$ cat src/core/ipe_params.svh
`ifndef IPE_PARAMS_SVH
`define IPE_PARAMS_SVH

`define IPE_ADDR_W 8
`define IPE_OFF_EN5 8'h00
`define IPE_OFF_LVL0 8'h04
`define IPE_OFF_LVL1 8'h08
`define IPE_OFF_LVL2 8'h0C
`define IPE_OFF_LVL3 8'h10
`define IPE_OFF_LVL4 8'h14
`define IPE_OFF_STAT 8'h18

`define IPE_MASK_EN5 16'h0040
`define IPE_MASK_LVL0 16'h7777
`define IPE_MASK_LVL1 16'h7770
`define IPE_MASK_LVL2 16'h7777
`define IPE_MASK_LVL3 16'h0077
`define IPE_MASK_LVL4 16'h7777

`define IPE_RST_EN5 16'h0000
`define IPE_RST_LVL0 16'h4444
`define IPE_RST_LVL1 16'h4440
`define IPE_RST_LVL2 16'h4444
`define IPE_RST_LVL3 16'h0044
`define IPE_RST_LVL4 16'h4444

`define IPE_USB_EN_BIT 6
`define IPE_FLD_HI 12
`define IPE_FLD_MH 8
`define IPE_FLD_ML 4
`define IPE_FLD_LO 0

`define IPE_STAT_SRC_LSB 4
`define IPE_STAT_VALID_BIT 15

`define IPE_LVL_OFF 3'h0
`define IPE_NUM_SRC 18

`define IPE_RESP_OKAY 2'h0
`define IPE_RESP_SLVERR 2'h2

`endif

$ cat src/core/ipe_pkg.sv
package ipe_pkg;

    typedef enum logic [4:0] {
        SRC_TIMER_ONE,
        SRC_COMPARE_ONE,
        SRC_CAPTURE_ONE,
        SRC_EXT_PIN_ZERO,
        SRC_TIMER_TWO,
        SRC_COMPARE_TWO,
        SRC_CAPTURE_TWO,
        SRC_SERIAL_ONE_RX,
        SRC_SYNC_SERIAL_ONE_EVENT,
        SRC_SYNC_SERIAL_ONE_FAULT,
        SRC_TIMER_THREE,
        SRC_CONVERTER_DONE,
        SRC_SERIAL_ONE_TX,
        SRC_PIN_CHANGE,
        SRC_COMPARATOR,
        SRC_TWOWIRE_ONE_MASTER,
        SRC_TWOWIRE_ONE_SLAVE,
        SRC_USB
    } ipe_src_t;

    typedef struct packed {
        logic [2:0] timer_one_level;
        logic [2:0] compare_one_level;
        logic [2:0] capture_one_level;
        logic [2:0] ext_pin_zero_level;
        logic [2:0] timer_two_level;
        logic [2:0] compare_two_level;
        logic [2:0] capture_two_level;
        logic [2:0] serial_one_rx_level;
        logic [2:0] sync_serial_one_event_level;
        logic [2:0] sync_serial_one_fault_level;
        logic [2:0] timer_three_level;
        logic [2:0] converter_done_level;
        logic [2:0] serial_one_tx_level;
        logic [2:0] pin_change_level;
        logic [2:0] comparator_level;
        logic [2:0] twowire_one_master_level;
        logic [2:0] twowire_one_slave_level;
    } ipe_levels_t;

    typedef struct packed {
        logic valid;
        logic [2:0] level;
        ipe_src_t source;
    } ipe_grant_t;

endpackage

$ cat src/core/ipe_regs.sv
`timescale 1ns/1ns
`include "ipe_params.svh"

module ipe_regs
    import ipe_pkg::*;
(
    input wire logic clk,
    input wire logic resetn,
    input wire logic [`IPE_ADDR_W-1:0] s_axi_awaddr,
    input wire logic [2:0] s_axi_awprot,
    input wire logic s_axi_awvalid,
    output logic s_axi_awready,
    input wire logic [31:0] s_axi_wdata,
    input wire logic [3:0] s_axi_wstrb,
    input wire logic s_axi_wvalid,
    output logic s_axi_wready,
    output logic [1:0] s_axi_bresp,
    output logic s_axi_bvalid,
    input wire logic s_axi_bready,
    input wire logic [`IPE_ADDR_W-1:0] s_axi_araddr,
    input wire logic [2:0] s_axi_arprot,
    input wire logic s_axi_arvalid,
    output logic s_axi_arready,
    output logic [31:0] s_axi_rdata,
    output logic [1:0] s_axi_rresp,
    output logic s_axi_rvalid,
    input wire logic s_axi_rready,
    input wire logic [`IPE_NUM_SRC-1:0] src_req,
    input wire logic [`IPE_NUM_SRC-2:0] src_enable,
    input wire logic [2:0] usb_level,
    output logic usb_irq_enable,
    output ipe_levels_t levels,
    output ipe_grant_t grant
);

    ////////////////////////////////////////////////////////////////////////////////
    // Helpers

    function automatic logic addr_is(input logic [`IPE_ADDR_W-1:0] a,
                                     input logic [`IPE_ADDR_W-1:0] off);
        addr_is = (a == off);
    endfunction

    function automatic logic [2:0] field(input logic [15:0] r, input int lsb);
        field = r[lsb +: 3];
    endfunction

    function automatic logic addr_mapped(input logic [`IPE_ADDR_W-1:0] a);
        addr_mapped = addr_is(a, `IPE_OFF_EN5) || addr_is(a, `IPE_OFF_LVL0)
                   || addr_is(a, `IPE_OFF_LVL1) || addr_is(a, `IPE_OFF_LVL2)
                   || addr_is(a, `IPE_OFF_LVL3) || addr_is(a, `IPE_OFF_LVL4)
                   || addr_is(a, `IPE_OFF_STAT);
    endfunction

    ////////////////////////////////////////////////////////////////////////////////
    // Write channel

    typedef enum logic {WR_COLLECT, WR_RESP} ipe_wr_state_t;
    typedef enum logic {RD_IDLE, RD_DATA} ipe_rd_state_t;

    ipe_wr_state_t wr_state_q;
    logic aw_have_q;
    logic w_have_q;
    logic [`IPE_ADDR_W-1:0] aw_addr_q;
    logic [15:0] w_data_q;
    logic [1:0] w_strb_q;
    logic [1:0] bresp_q;
    logic aw_hs;
    logic w_hs;
    logic wr_go;

    assign s_axi_awready = (wr_state_q == WR_COLLECT) && !aw_have_q;
    assign s_axi_wready = (wr_state_q == WR_COLLECT) && !w_have_q;
    assign aw_hs = s_axi_awvalid && s_axi_awready;
    assign w_hs = s_axi_wvalid && s_axi_wready;
    // Commit one cycle after both halves are held; simpler than a bypass path
    assign wr_go = (wr_state_q == WR_COLLECT) && aw_have_q && w_have_q;

    always_ff @(posedge clk or negedge resetn)
    begin
        if (!resetn)
        begin
            aw_have_q <= 1'b0;
            aw_addr_q <= '0;
        end
        else if (aw_hs)
        begin
            aw_have_q <= 1'b1;
            aw_addr_q <= s_axi_awaddr;
        end
        else if (wr_go)
        begin
            aw_have_q <= 1'b0;
        end
    end

    // Upper byte lanes carry nothing: registers are 16 bits
    always_ff @(posedge clk or negedge resetn)
    begin
        if (!resetn)
        begin
            w_have_q <= 1'b0;
            w_data_q <= '0;
            w_strb_q <= '0;
        end
        else if (w_hs)
        begin
            w_have_q <= 1'b1;
            w_data_q <= s_axi_wdata[15:0];
            w_strb_q <= s_axi_wstrb[1:0];
        end
        else if (wr_go)
        begin
            w_have_q <= 1'b0;
        end
    end

    always_ff @(posedge clk or negedge resetn)
    begin
        if (!resetn)
        begin
            wr_state_q <= WR_COLLECT;
        end
        else
        begin
            case (wr_state_q)
                WR_COLLECT:
                begin
                    if (wr_go)
                    begin
                        wr_state_q <= WR_RESP;
                    end
                end
                WR_RESP:
                begin
                    if (s_axi_bready)
                    begin
                        wr_state_q <= WR_COLLECT;
                    end
                end
                default:
                begin
                    wr_state_q <= WR_COLLECT;
                end
            endcase
        end
    end

    // Status word is read-only: a write there answers OKAY and changes nothing
    always_ff @(posedge clk or negedge resetn)
    begin
        if (!resetn)
        begin
            bresp_q <= `IPE_RESP_OKAY;
        end
        else if (wr_go)
        begin
            bresp_q <= addr_mapped(aw_addr_q) ? `IPE_RESP_OKAY : `IPE_RESP_SLVERR;
        end
    end

    assign s_axi_bvalid = (wr_state_q == WR_RESP);
    assign s_axi_bresp = bresp_q;

    ////////////////////////////////////////////////////////////////////////////////
    // Register bank

    logic [15:0] en5_r;
    logic [15:0] lvl0_r;
    logic [15:0] lvl1_r;
    logic [15:0] lvl2_r;
    logic [15:0] lvl3_r;
    logic [15:0] lvl4_r;

    ipe_reg16 #(.IMPL_MASK(`IPE_MASK_EN5), .RESET_VAL(`IPE_RST_EN5)) u_en5
    (
        .clk(clk),
        .resetn(resetn),
        .we(wr_go && addr_is(aw_addr_q, `IPE_OFF_EN5)),
        .wdata(w_data_q),
        .wstrb(w_strb_q),
        .q(en5_r)
    );

    ipe_reg16 #(.IMPL_MASK(`IPE_MASK_LVL0), .RESET_VAL(`IPE_RST_LVL0)) u_lvl0
    (
        .clk(clk),
        .resetn(resetn),
        .we(wr_go && addr_is(aw_addr_q, `IPE_OFF_LVL0)),
        .wdata(w_data_q),
        .wstrb(w_strb_q),
        .q(lvl0_r)
    );

    ipe_reg16 #(.IMPL_MASK(`IPE_MASK_LVL1), .RESET_VAL(`IPE_RST_LVL1)) u_lvl1
    (
        .clk(clk),
        .resetn(resetn),
        .we(wr_go && addr_is(aw_addr_q, `IPE_OFF_LVL1)),
        .wdata(w_data_q),
        .wstrb(w_strb_q),
        .q(lvl1_r)
    );

    ipe_reg16 #(.IMPL_MASK(`IPE_MASK_LVL2), .RESET_VAL(`IPE_RST_LVL2)) u_lvl2
    (
        .clk(clk),
        .resetn(resetn),
        .we(wr_go && addr_is(aw_addr_q, `IPE_OFF_LVL2)),
        .wdata(w_data_q),
        .wstrb(w_strb_q),
        .q(lvl2_r)
    );

    ipe_reg16 #(.IMPL_MASK(`IPE_MASK_LVL3), .RESET_VAL(`IPE_RST_LVL3)) u_lvl3
    (
        .clk(clk),
        .resetn(resetn),
        .we(wr_go && addr_is(aw_addr_q, `IPE_OFF_LVL3)),
        .wdata(w_data_q),
        .wstrb(w_strb_q),
        .q(lvl3_r)
    );

    ipe_reg16 #(.IMPL_MASK(`IPE_MASK_LVL4), .RESET_VAL(`IPE_RST_LVL4)) u_lvl4
    (
        .clk(clk),
        .resetn(resetn),
        .we(wr_go && addr_is(aw_addr_q, `IPE_OFF_LVL4)),
        .wdata(w_data_q),
        .wstrb(w_strb_q),
        .q(lvl4_r)
    );

    ////////////////////////////////////////////////////////////////////////////////
    // Field unpacking

    always_comb
    begin
        levels.timer_one_level = field(lvl0_r, `IPE_FLD_HI);
        levels.compare_one_level = field(lvl0_r, `IPE_FLD_MH);
        levels.capture_one_level = field(lvl0_r, `IPE_FLD_ML);
        levels.ext_pin_zero_level = field(lvl0_r, `IPE_FLD_LO);
        levels.timer_two_level = field(lvl1_r, `IPE_FLD_HI);
        levels.compare_two_level = field(lvl1_r, `IPE_FLD_MH);
        levels.capture_two_level = field(lvl1_r, `IPE_FLD_ML);
        levels.serial_one_rx_level = field(lvl2_r, `IPE_FLD_HI);
        levels.sync_serial_one_event_level = field(lvl2_r, `IPE_FLD_MH);
        levels.sync_serial_one_fault_level = field(lvl2_r, `IPE_FLD_ML);
        levels.timer_three_level = field(lvl2_r, `IPE_FLD_LO);
        levels.converter_done_level = field(lvl3_r, `IPE_FLD_ML);
        levels.serial_one_tx_level = field(lvl3_r, `IPE_FLD_LO);
        levels.pin_change_level = field(lvl4_r, `IPE_FLD_HI);
        levels.comparator_level = field(lvl4_r, `IPE_FLD_MH);
        levels.twowire_one_master_level = field(lvl4_r, `IPE_FLD_ML);
        levels.twowire_one_slave_level = field(lvl4_r, `IPE_FLD_LO);
    end

    assign usb_irq_enable = en5_r[`IPE_USB_EN_BIT];

    ////////////////////////////////////////////////////////////////////////////////
    // Arbitration

    logic [`IPE_NUM_SRC-1:0] eff_en;
    logic [3*`IPE_NUM_SRC-1:0] lvl_flat;

    // USB level lives in a register outside this block
    assign eff_en = {usb_irq_enable, src_enable};
    assign lvl_flat = {usb_level,
                       levels.twowire_one_slave_level,
                       levels.twowire_one_master_level,
                       levels.comparator_level,
                       levels.pin_change_level,
                       levels.serial_one_tx_level,
                       levels.converter_done_level,
                       levels.timer_three_level,
                       levels.sync_serial_one_fault_level,
                       levels.sync_serial_one_event_level,
                       levels.serial_one_rx_level,
                       levels.capture_two_level,
                       levels.compare_two_level,
                       levels.timer_two_level,
                       levels.ext_pin_zero_level,
                       levels.capture_one_level,
                       levels.compare_one_level,
                       levels.timer_one_level};

    ipe_arbiter u_arb
    (
        .clk(clk),
        .resetn(resetn),
        .req(src_req),
        .en(eff_en),
        .lvl(lvl_flat),
        .grant(grant)
    );

    ////////////////////////////////////////////////////////////////////////////////
    // Read channel

    ipe_rd_state_t rd_state_q;
    logic [31:0] rdata_q;
    logic [1:0] rresp_q;
    logic [15:0] rd_word;
    logic [15:0] stat_word;
    logic ar_hs;

    assign s_axi_arready = (rd_state_q == RD_IDLE);
    assign ar_hs = s_axi_arvalid && s_axi_arready;

    always_comb
    begin
        stat_word = '0;
        stat_word[2:0] = grant.level;
        stat_word[`IPE_STAT_SRC_LSB +: 5] = grant.source;
        stat_word[`IPE_STAT_VALID_BIT] = grant.valid;
    end

    // Register outputs are already masked, so holes read zero
    always_comb
    begin
        case (s_axi_araddr)
            `IPE_OFF_EN5: rd_word = en5_r;
            `IPE_OFF_LVL0: rd_word = lvl0_r;
            `IPE_OFF_LVL1: rd_word = lvl1_r;
            `IPE_OFF_LVL2: rd_word = lvl2_r;
            `IPE_OFF_LVL3: rd_word = lvl3_r;
            `IPE_OFF_LVL4: rd_word = lvl4_r;
            `IPE_OFF_STAT: rd_word = stat_word;
            default: rd_word = '0;
        endcase
    end

    always_ff @(posedge clk or negedge resetn)
    begin
        if (!resetn)
        begin
            rdata_q <= '0;
            rresp_q <= `IPE_RESP_OKAY;
        end
        else if (ar_hs)
        begin
            rdata_q <= {16'h0000, rd_word};
            rresp_q <= addr_mapped(s_axi_araddr) ? `IPE_RESP_OKAY : `IPE_RESP_SLVERR;
        end
    end

    always_ff @(posedge clk or negedge resetn)
    begin
        if (!resetn)
        begin
            rd_state_q <= RD_IDLE;
        end
        else
        begin
            case (rd_state_q)
                RD_IDLE:
                begin
                    if (ar_hs)
                    begin
                        rd_state_q <= RD_DATA;
                    end
                end
                RD_DATA:
                begin
                    if (s_axi_rready)
                    begin
                        rd_state_q <= RD_IDLE;
                    end
                end
                default:
                begin
                    rd_state_q <= RD_IDLE;
                end
            endcase
        end
    end

    assign s_axi_rvalid = (rd_state_q == RD_DATA);
    assign s_axi_rdata = rdata_q;
    assign s_axi_rresp = rresp_q;

endmodule

$ cat src/core/ipe_reg16.sv
`timescale 1ns/1ns
`include "ipe_params.svh"

module ipe_reg16
#(
    parameter logic [15:0] IMPL_MASK = 16'h0000,
    parameter logic [15:0] RESET_VAL = 16'h0000
)
(
    input wire logic clk,
    input wire logic resetn,
    input wire logic we,
    input wire logic [15:0] wdata,
    input wire logic [1:0] wstrb,
    output logic [15:0] q
);

    logic [15:0] q_q;
    logic [15:0] lane_mask;

    assign lane_mask = {{8{wstrb[1]}}, {8{wstrb[0]}}} & IMPL_MASK;

    // Unimplemented bits never store; they stay at constant zero
    always_ff @(posedge clk or negedge resetn)
    begin
        if (!resetn)
        begin
            q_q <= RESET_VAL & IMPL_MASK;
        end
        else if (we)
        begin
            q_q <= (q_q & ~lane_mask) | (wdata & lane_mask);
        end
    end

    assign q = q_q & IMPL_MASK;

endmodule

$ cat src/core/ipe_arbiter.sv
`timescale 1ns/1ns
`include "ipe_params.svh"

module ipe_arbiter
    import ipe_pkg::*;
(
    input wire logic clk,
    input wire logic resetn,
    input wire logic [`IPE_NUM_SRC-1:0] req,
    input wire logic [`IPE_NUM_SRC-1:0] en,
    input wire logic [3*`IPE_NUM_SRC-1:0] lvl,
    output ipe_grant_t grant
);

    ipe_grant_t best;
    ipe_grant_t grant_q;

    // Strict compare: on equal levels the lower source index wins
    always_comb
    begin
        best = '{valid: 1'b0, level: `IPE_LVL_OFF, source: SRC_TIMER_ONE};
        for (int i = 0; i < `IPE_NUM_SRC; i++)
        begin
            if (req[i] && en[i] && lvl[3*i +: 3] != `IPE_LVL_OFF)
            begin
                if (lvl[3*i +: 3] > best.level)
                begin
                    best.valid = 1'b1;
                    best.level = lvl[3*i +: 3];
                    best.source = ipe_src_t'(5'(i));
                end
            end
        end
    end

    always_ff @(posedge clk or negedge resetn)
    begin
        if (!resetn)
        begin
            grant_q <= '{valid: 1'b0, level: `IPE_LVL_OFF, source: SRC_TIMER_ONE};
        end
        else
        begin
            grant_q <= best;
        end
    end

    assign grant = grant_q;

endmodule

$ cat config.mk
export PLATFORM = sky130hd
export DESIGN_NAME = ipe_regs
export DESIGN_NICKNAME = d
export VERILOG_FILES = /design/src/core/ipe_pkg.sv /design/src/core/ipe_regs.sv /design/src/core/ipe_reg16.sv /design/src/core/ipe_arbiter.sv
export VERILOG_INCLUDE_DIRS = /design/src /design/src/core
export SDC_FILE = /design/constraint.sdc
export NUM_CORES = 1
export LEC_CHECK = 0
export ABC_AREA = 0
export BUFFER_PORTS_ARGS = -buffer_cell sky130_fd_sc_hd__clkbuf_2
export CORE_UTILIZATION = 35
export CTS_BUF_LIST = sky130_fd_sc_hd__clkbuf_2 sky130_fd_sc_hd__clkbuf_4 sky130_fd_sc_hd__clkbuf_8
export DETAILED_ROUTE_END_ITERATION = 6
export PLACE_DENSITY = 0.55
export SYNTH_ARGS = -nofsm -noshare
export SYNTH_HDL_FRONTEND = slang
export SYNTH_HIERARCHICAL = 1
export SYNTH_SLANG_ARGS = --single-unit
$ cat constraint.sdc
create_clock -name clk -period 23.9 [get_ports clk]
set_input_delay 4.78 -clock clk [delete_from_list [all_inputs] [get_ports clk]]
set_output_delay 4.78 -clock clk [all_outputs]
set_load 0.1 [all_outputs]
* Yosys cells after proc, flatten, opt, wreduce, memory -nomap -nowiden
Cells that the tools add are included.
Widths: inputs -> output; s select.
** Storage, ports and cells
- Register bits :: 155
- Word-level logic and storage cells :: 204
** Cells by class
- Order comparisons :: 18
- Eq/ne operators :: 12
- Multiplexer cells :: 48
- Bitwise gates (word level) :: 22
- Reduce and logical (&&, ||, !) cells :: 85
** Operator list (count)
- $mux 9 :: 36
- $pmux 16 s7 :: 1
- $and 16x16->16 :: 6
- $or 16x16->16 :: 6
- $reduce_bool 3->1 :: 18
- $gt 3x3->1 :: 17
- $logic_and 1x1->1 :: 49
- $eq 8x5->1 const B :: 6
- $and 16x15->16 :: 2
- $and 16x7->16 :: 2
- $eq 8x4->1 const B :: 4
- $not 15->16 :: 2
- $not 7->16 :: 2
- $eq 8x3->1 const B :: 2
- $logic_not 8->1 :: 2
- $logic_or 1x1->1 :: 12
- $mux 1 :: 7
- $mux 2 :: 2
- $pmux 1 s2 :: 2
- $reduce_bool 2->1 :: 2
- $gt 3x1->1 const B :: 1
- $logic_not 1->1 :: 2
- $not 1->1 :: 2

* Longest topological paths before layout
- Depth in word-level cells :: 54
- Depth in mapped cells :: 114
- Mapped depth without buffers :: 112

* By module
The synthesis kept the hierarchy.
** Modules (own cells, without submodules)
- ipe_arbiter :: times used 1, cells an instance 395, area each 3015.4 µm², sequential area each 225.2 µm²
- ipe_regs :: times used 1, cells an instance 253, area each 2911.5 µm², sequential area each 1201.2 µm²
- ipe_reg16 (u_lvl0 ...) :: times used 3, cells an instance 31, area each 481.7 µm², sequential area each 305.3 µm²
- ipe_reg16 (u_lvl1) :: times used 1, cells an instance 28, area each 426.7 µm², sequential area each 229.0 µm²
- ipe_reg16 (u_lvl3) :: times used 1, cells an instance 24, area each 332.8 µm², sequential area each 152.6 µm²
- ipe_reg16 (u_en5) :: times used 1, cells an instance 19, area each 160.2 µm², sequential area each 25.0 µm²

* Least setup slack after synthesis
OpenSTA, ideal clock, no wires.
- Path kind :: input to register
- From :: in src_req[0]
- To :: reg u_arb.grant_q (netlist bit u_arb/grant[8])
- Setup time :: 0.143 ns
- Arrival time :: 25.109 ns
- Path slack :: -1.352 ns
- Stages on the path :: 107
- Cell sequence :: nand3_1 ha_1 o211a_1 o21a_1 nand3_1 and2_1 ha_1 and3b_1 o211ai_2 nor2_1 a31o_1 ha_1 nand3b_1 a21oi_1 and2_0 clkbuf_1 nand2_1 o21a_1 [... 71 more ...] nand2_1 inv_1 nand2_1 and2_1 ha_1 nor2b_1 o21ai_0 a21oi_1 nand2_1 nor2_1 a31o_1 ha_1 nor2b_1 o21a_1 o21ai_1 nand2_1 nor3_1 nand4_1
** RTL lines
- from (decl) :: RTL line ipe_regs.sv:28 : input wire logic [`IPE_NUM_SRC-1:0] src_req,
- to (signal assigned) :: RTL line ipe_arbiter.sv:40 : grant_q <= '{valid: 1'b0, level: `IPE_LVL_OFF, source: SRC_TIMER_ONE};
- to (signal assigned) :: RTL line ipe_arbiter.sv:44 : grant_q <= best;
- to (decl) :: RTL line ipe_arbiter.sv:16 : ipe_grant_t grant_q;

==> summary.md <==
| Metric | Value |
|---|---|
| Area of the core | `0.02271 mm²` |
| Internal cell power | `423.9 µW` |
| DRT iter0 DRCs | `355` |
| Vias per cell | `5.109` |
| Critical path arrival | `23.72 ns` |
| Max Clock Freq | `42.74 MHz` |
| Slew margin rel. | `0.4708` |
| Placed cell count | `1332` |
| Initial antenna violation count | `1` |
| Number of endpoints failing setup at the final stage | `0` |
| HP Class | `reg2reg` |
| N_diodes | `0` |
| Worst VDD drop | `0.1161 mV` |
| Critical Path RT | `24.23 ns` |
| Hold Vio Cnt, Final | `0` |
| Clock power frac | `0.143` |
| Final Hold Slack | `0.5037 ns` |
| Worst path max stage delay | `roughly 0.4 ns` |
| DIE HEIGHT | `154.6 µm` |
| Row count | `55` |
| CP max FO | `7` |
| Critical path origin | `src_req[0]` |
| Fin Clk Skew | `0.02180 ns` |
| PwrDens | `roughly 76 mW/mm²` |
| Setup tns final | `0 ns` |
| Die X | `154.6 µm` |
| Vias | `around 7100` |
| Gr busiest metal | `met2` |
| Number of global-route vias before repair | `just under 7000` |
| CP Capture Type | `flip-flop` |
| Largest net degree at the start of global routing | `60` |
| Total track usage | `0.2088` |
| Drt first pass iters | `5` |
| Share of layout cells above drive strength 1 | `0.5287` |
| Mapped Area | `a little over 0.008 mm²` |
| Critical path's most frequent cell | `a21oi_2` |
| Pre-CTS setup slack | `-0.7343 ns` |
| Clk slew on worst S/H paths | `0.11 ns` |
| DRC errors left | `0` |
| Number of synthesis warnings | `6` |
| CTS tree | `done` |
| Mean area per synthesized cell | `10.13 µm²` |
| Comb power frac | `0.529` |
| Layout area overhead | `35.95%` |
| Terminus of the critical flop-to-flop path | `u_arb/grant[5]` |
| CTS Buf Count | `9` |
| Later-pin clock latency in the skew report | `just over 0.4 ns` |
| H-Tree Depth | `3` |
| Crit share post-route | `0.9790` |
| Cells after Synth | `804` |
| Final-layout fill cell count | `between 2000 and 2500` |
| Clock buffer depth | `2` |
| Most frequent cells in the layout | `clkbuf_2 (155), buf_4 (145), dfrtp_1 (88)` |
| Post-DRT Antenna Nets | `0` |
| Sequential share of power | `0.327` |
| Post-Layout Inst Area | `0.01108 mm²` |
| Initial core utilization | `0.3587` |
| Grt met2 use | `0.3348` |
| First-pass GRT wire length | `38300 µm` |
| Ports | `205` |
| # port buffers | `158` |
| GR met3 Demand/Resource | `0.03306` |
| GRT Residual Overflow | `0` |
| Max-cap violation count | `0` |
| Post-DP HPWL | `~19000 µm` |
| Status | `complete, no violations` |
| HP Start | `s_axi_rdata[15]` |
| Crit path to | `u_arb/grant[5]` |
| Commonest non-fill, non-tap cell in the layout | `clkbuf_2` |
| R2R depth | `108` |
| Nets | `1246` |
| Cell type of the slowest stage on the worst timing path | `a2111oi_4` |
| Fraction of power spent switching nets | `0.4946` |
| Sw Pwr | `414.8 µW` |
| Die Area | `0.02389 mm²` |
| Grt met1 use | `0.2952` |
| Worst Tran Pin Value | `a little under 0.8 ns` |
| CTS sink cnt | `roughly 110` |
| WL/cell | `18.22 µm` |
| Startpoint Class | `input pin` |
| Pleak | `0.005347 µW` |
| Final Non-Filler Cells | `1382` |
| Flop-to-flop setup slack | `4.37 ns` |
| Final WL | `25170 µm` |
| Crit path time final | `23.40 ns` |
| Kind of critical path | `in2reg` |
| Slew Viols, Final | `0` |
| RSZ-0062 raised after global routing | `yes` |
| GPL Wtd Cong | `0.8558` |
| Root buf cell | `clkbuf_8` |
| Area after DPL | `0.009980 mm²` |
| Final setup margin | `approximately 0.5 ns` |
[through the flow]
stage	utilization	total power, µW
CTS	0.4510	799.5
finish	0.4877	838.7
global route	0.4877	886.7
floorplan	-	565.4
global placement	0.4394	666.3
detailed placement	0.4394	672.9
[area by class of cell]
cell class                      count  area (µm²)  area share
Tap cell                          285       356.6     0.03220
Inverter                           45       168.9     0.01525
Timing Repair Buffer              304        1913      0.1727
Multi-Input combinational cell    627        5771      0.5210
Clock buffer                        9       123.9     0.01118
Sequential cell                   105        2649      0.2392
Clock inverter                      7       93.84    0.008473
[power groups by stage]
| stage | Clock [µW] | Sequential, µW | Combinational, µW |
|---|---|---|---|
| final | 120 | 275 | 444 |
| after global routing | 131 | 281 | 475 |
| after CTS | 125 | 273 | 402 |
| after detailed placement | 0 | 276 | 397 |
| after global placement | 0 | 275 | 391 |
| after floorplan | 0 | 350 | 215 |
[what timing repair did]
| action | in CTS | in global routing |
|---|---|---|
| endpoints found under the hold margin | 0 | 0 |
| setup buffers | 1 | 33 |
| pin swaps | 0 | 91 |
| setup endpoints to repair | 9 | 9 |
| gates resized for setup | 8 | 114 |
| hold buffers | 0 | 0 |
| gates cloned | 0 | 0 |
[metal layers]
metal  vias to the layer above  share of wire
li1                       3438              -
met1                      3437           0.48
met2                       162           0.46
met3                        23          0.040
met4                         0          0.015
met5                         -              0
[critical path, delay by kind of cell]
| kind | cells | cell delay [ns] |
|---|---|---|
| AO/OA/AOI/OAI | 45 | 7.40 |
| AND/OR/NAND/NOR | 32 | 4.75 |
| multiplexers | 4 | 1.24 |
| buffers and inverters | 11 | 1.25 |
| adder cells (fa/ha/maj) | 17 | 4.25 |
[worst min-delay path by stage]
stage / slack [ns] / to / cells after the start
global route: 0.52 / s_axi_rdata[15] / 1
global placement: 0.48 / s_axi_rdata[15] / 1
detailed placement: 0.48 / s_axi_rdata[14] / 2
floorplan: 0.47 / aw_addr_q[6] / 1
finish: 0.50 / s_axi_rdata[15] / 1
CTS: 0.51 / s_axi_rdata[14] / 2
No activity file was read; power rests on OpenSTA's default activity.
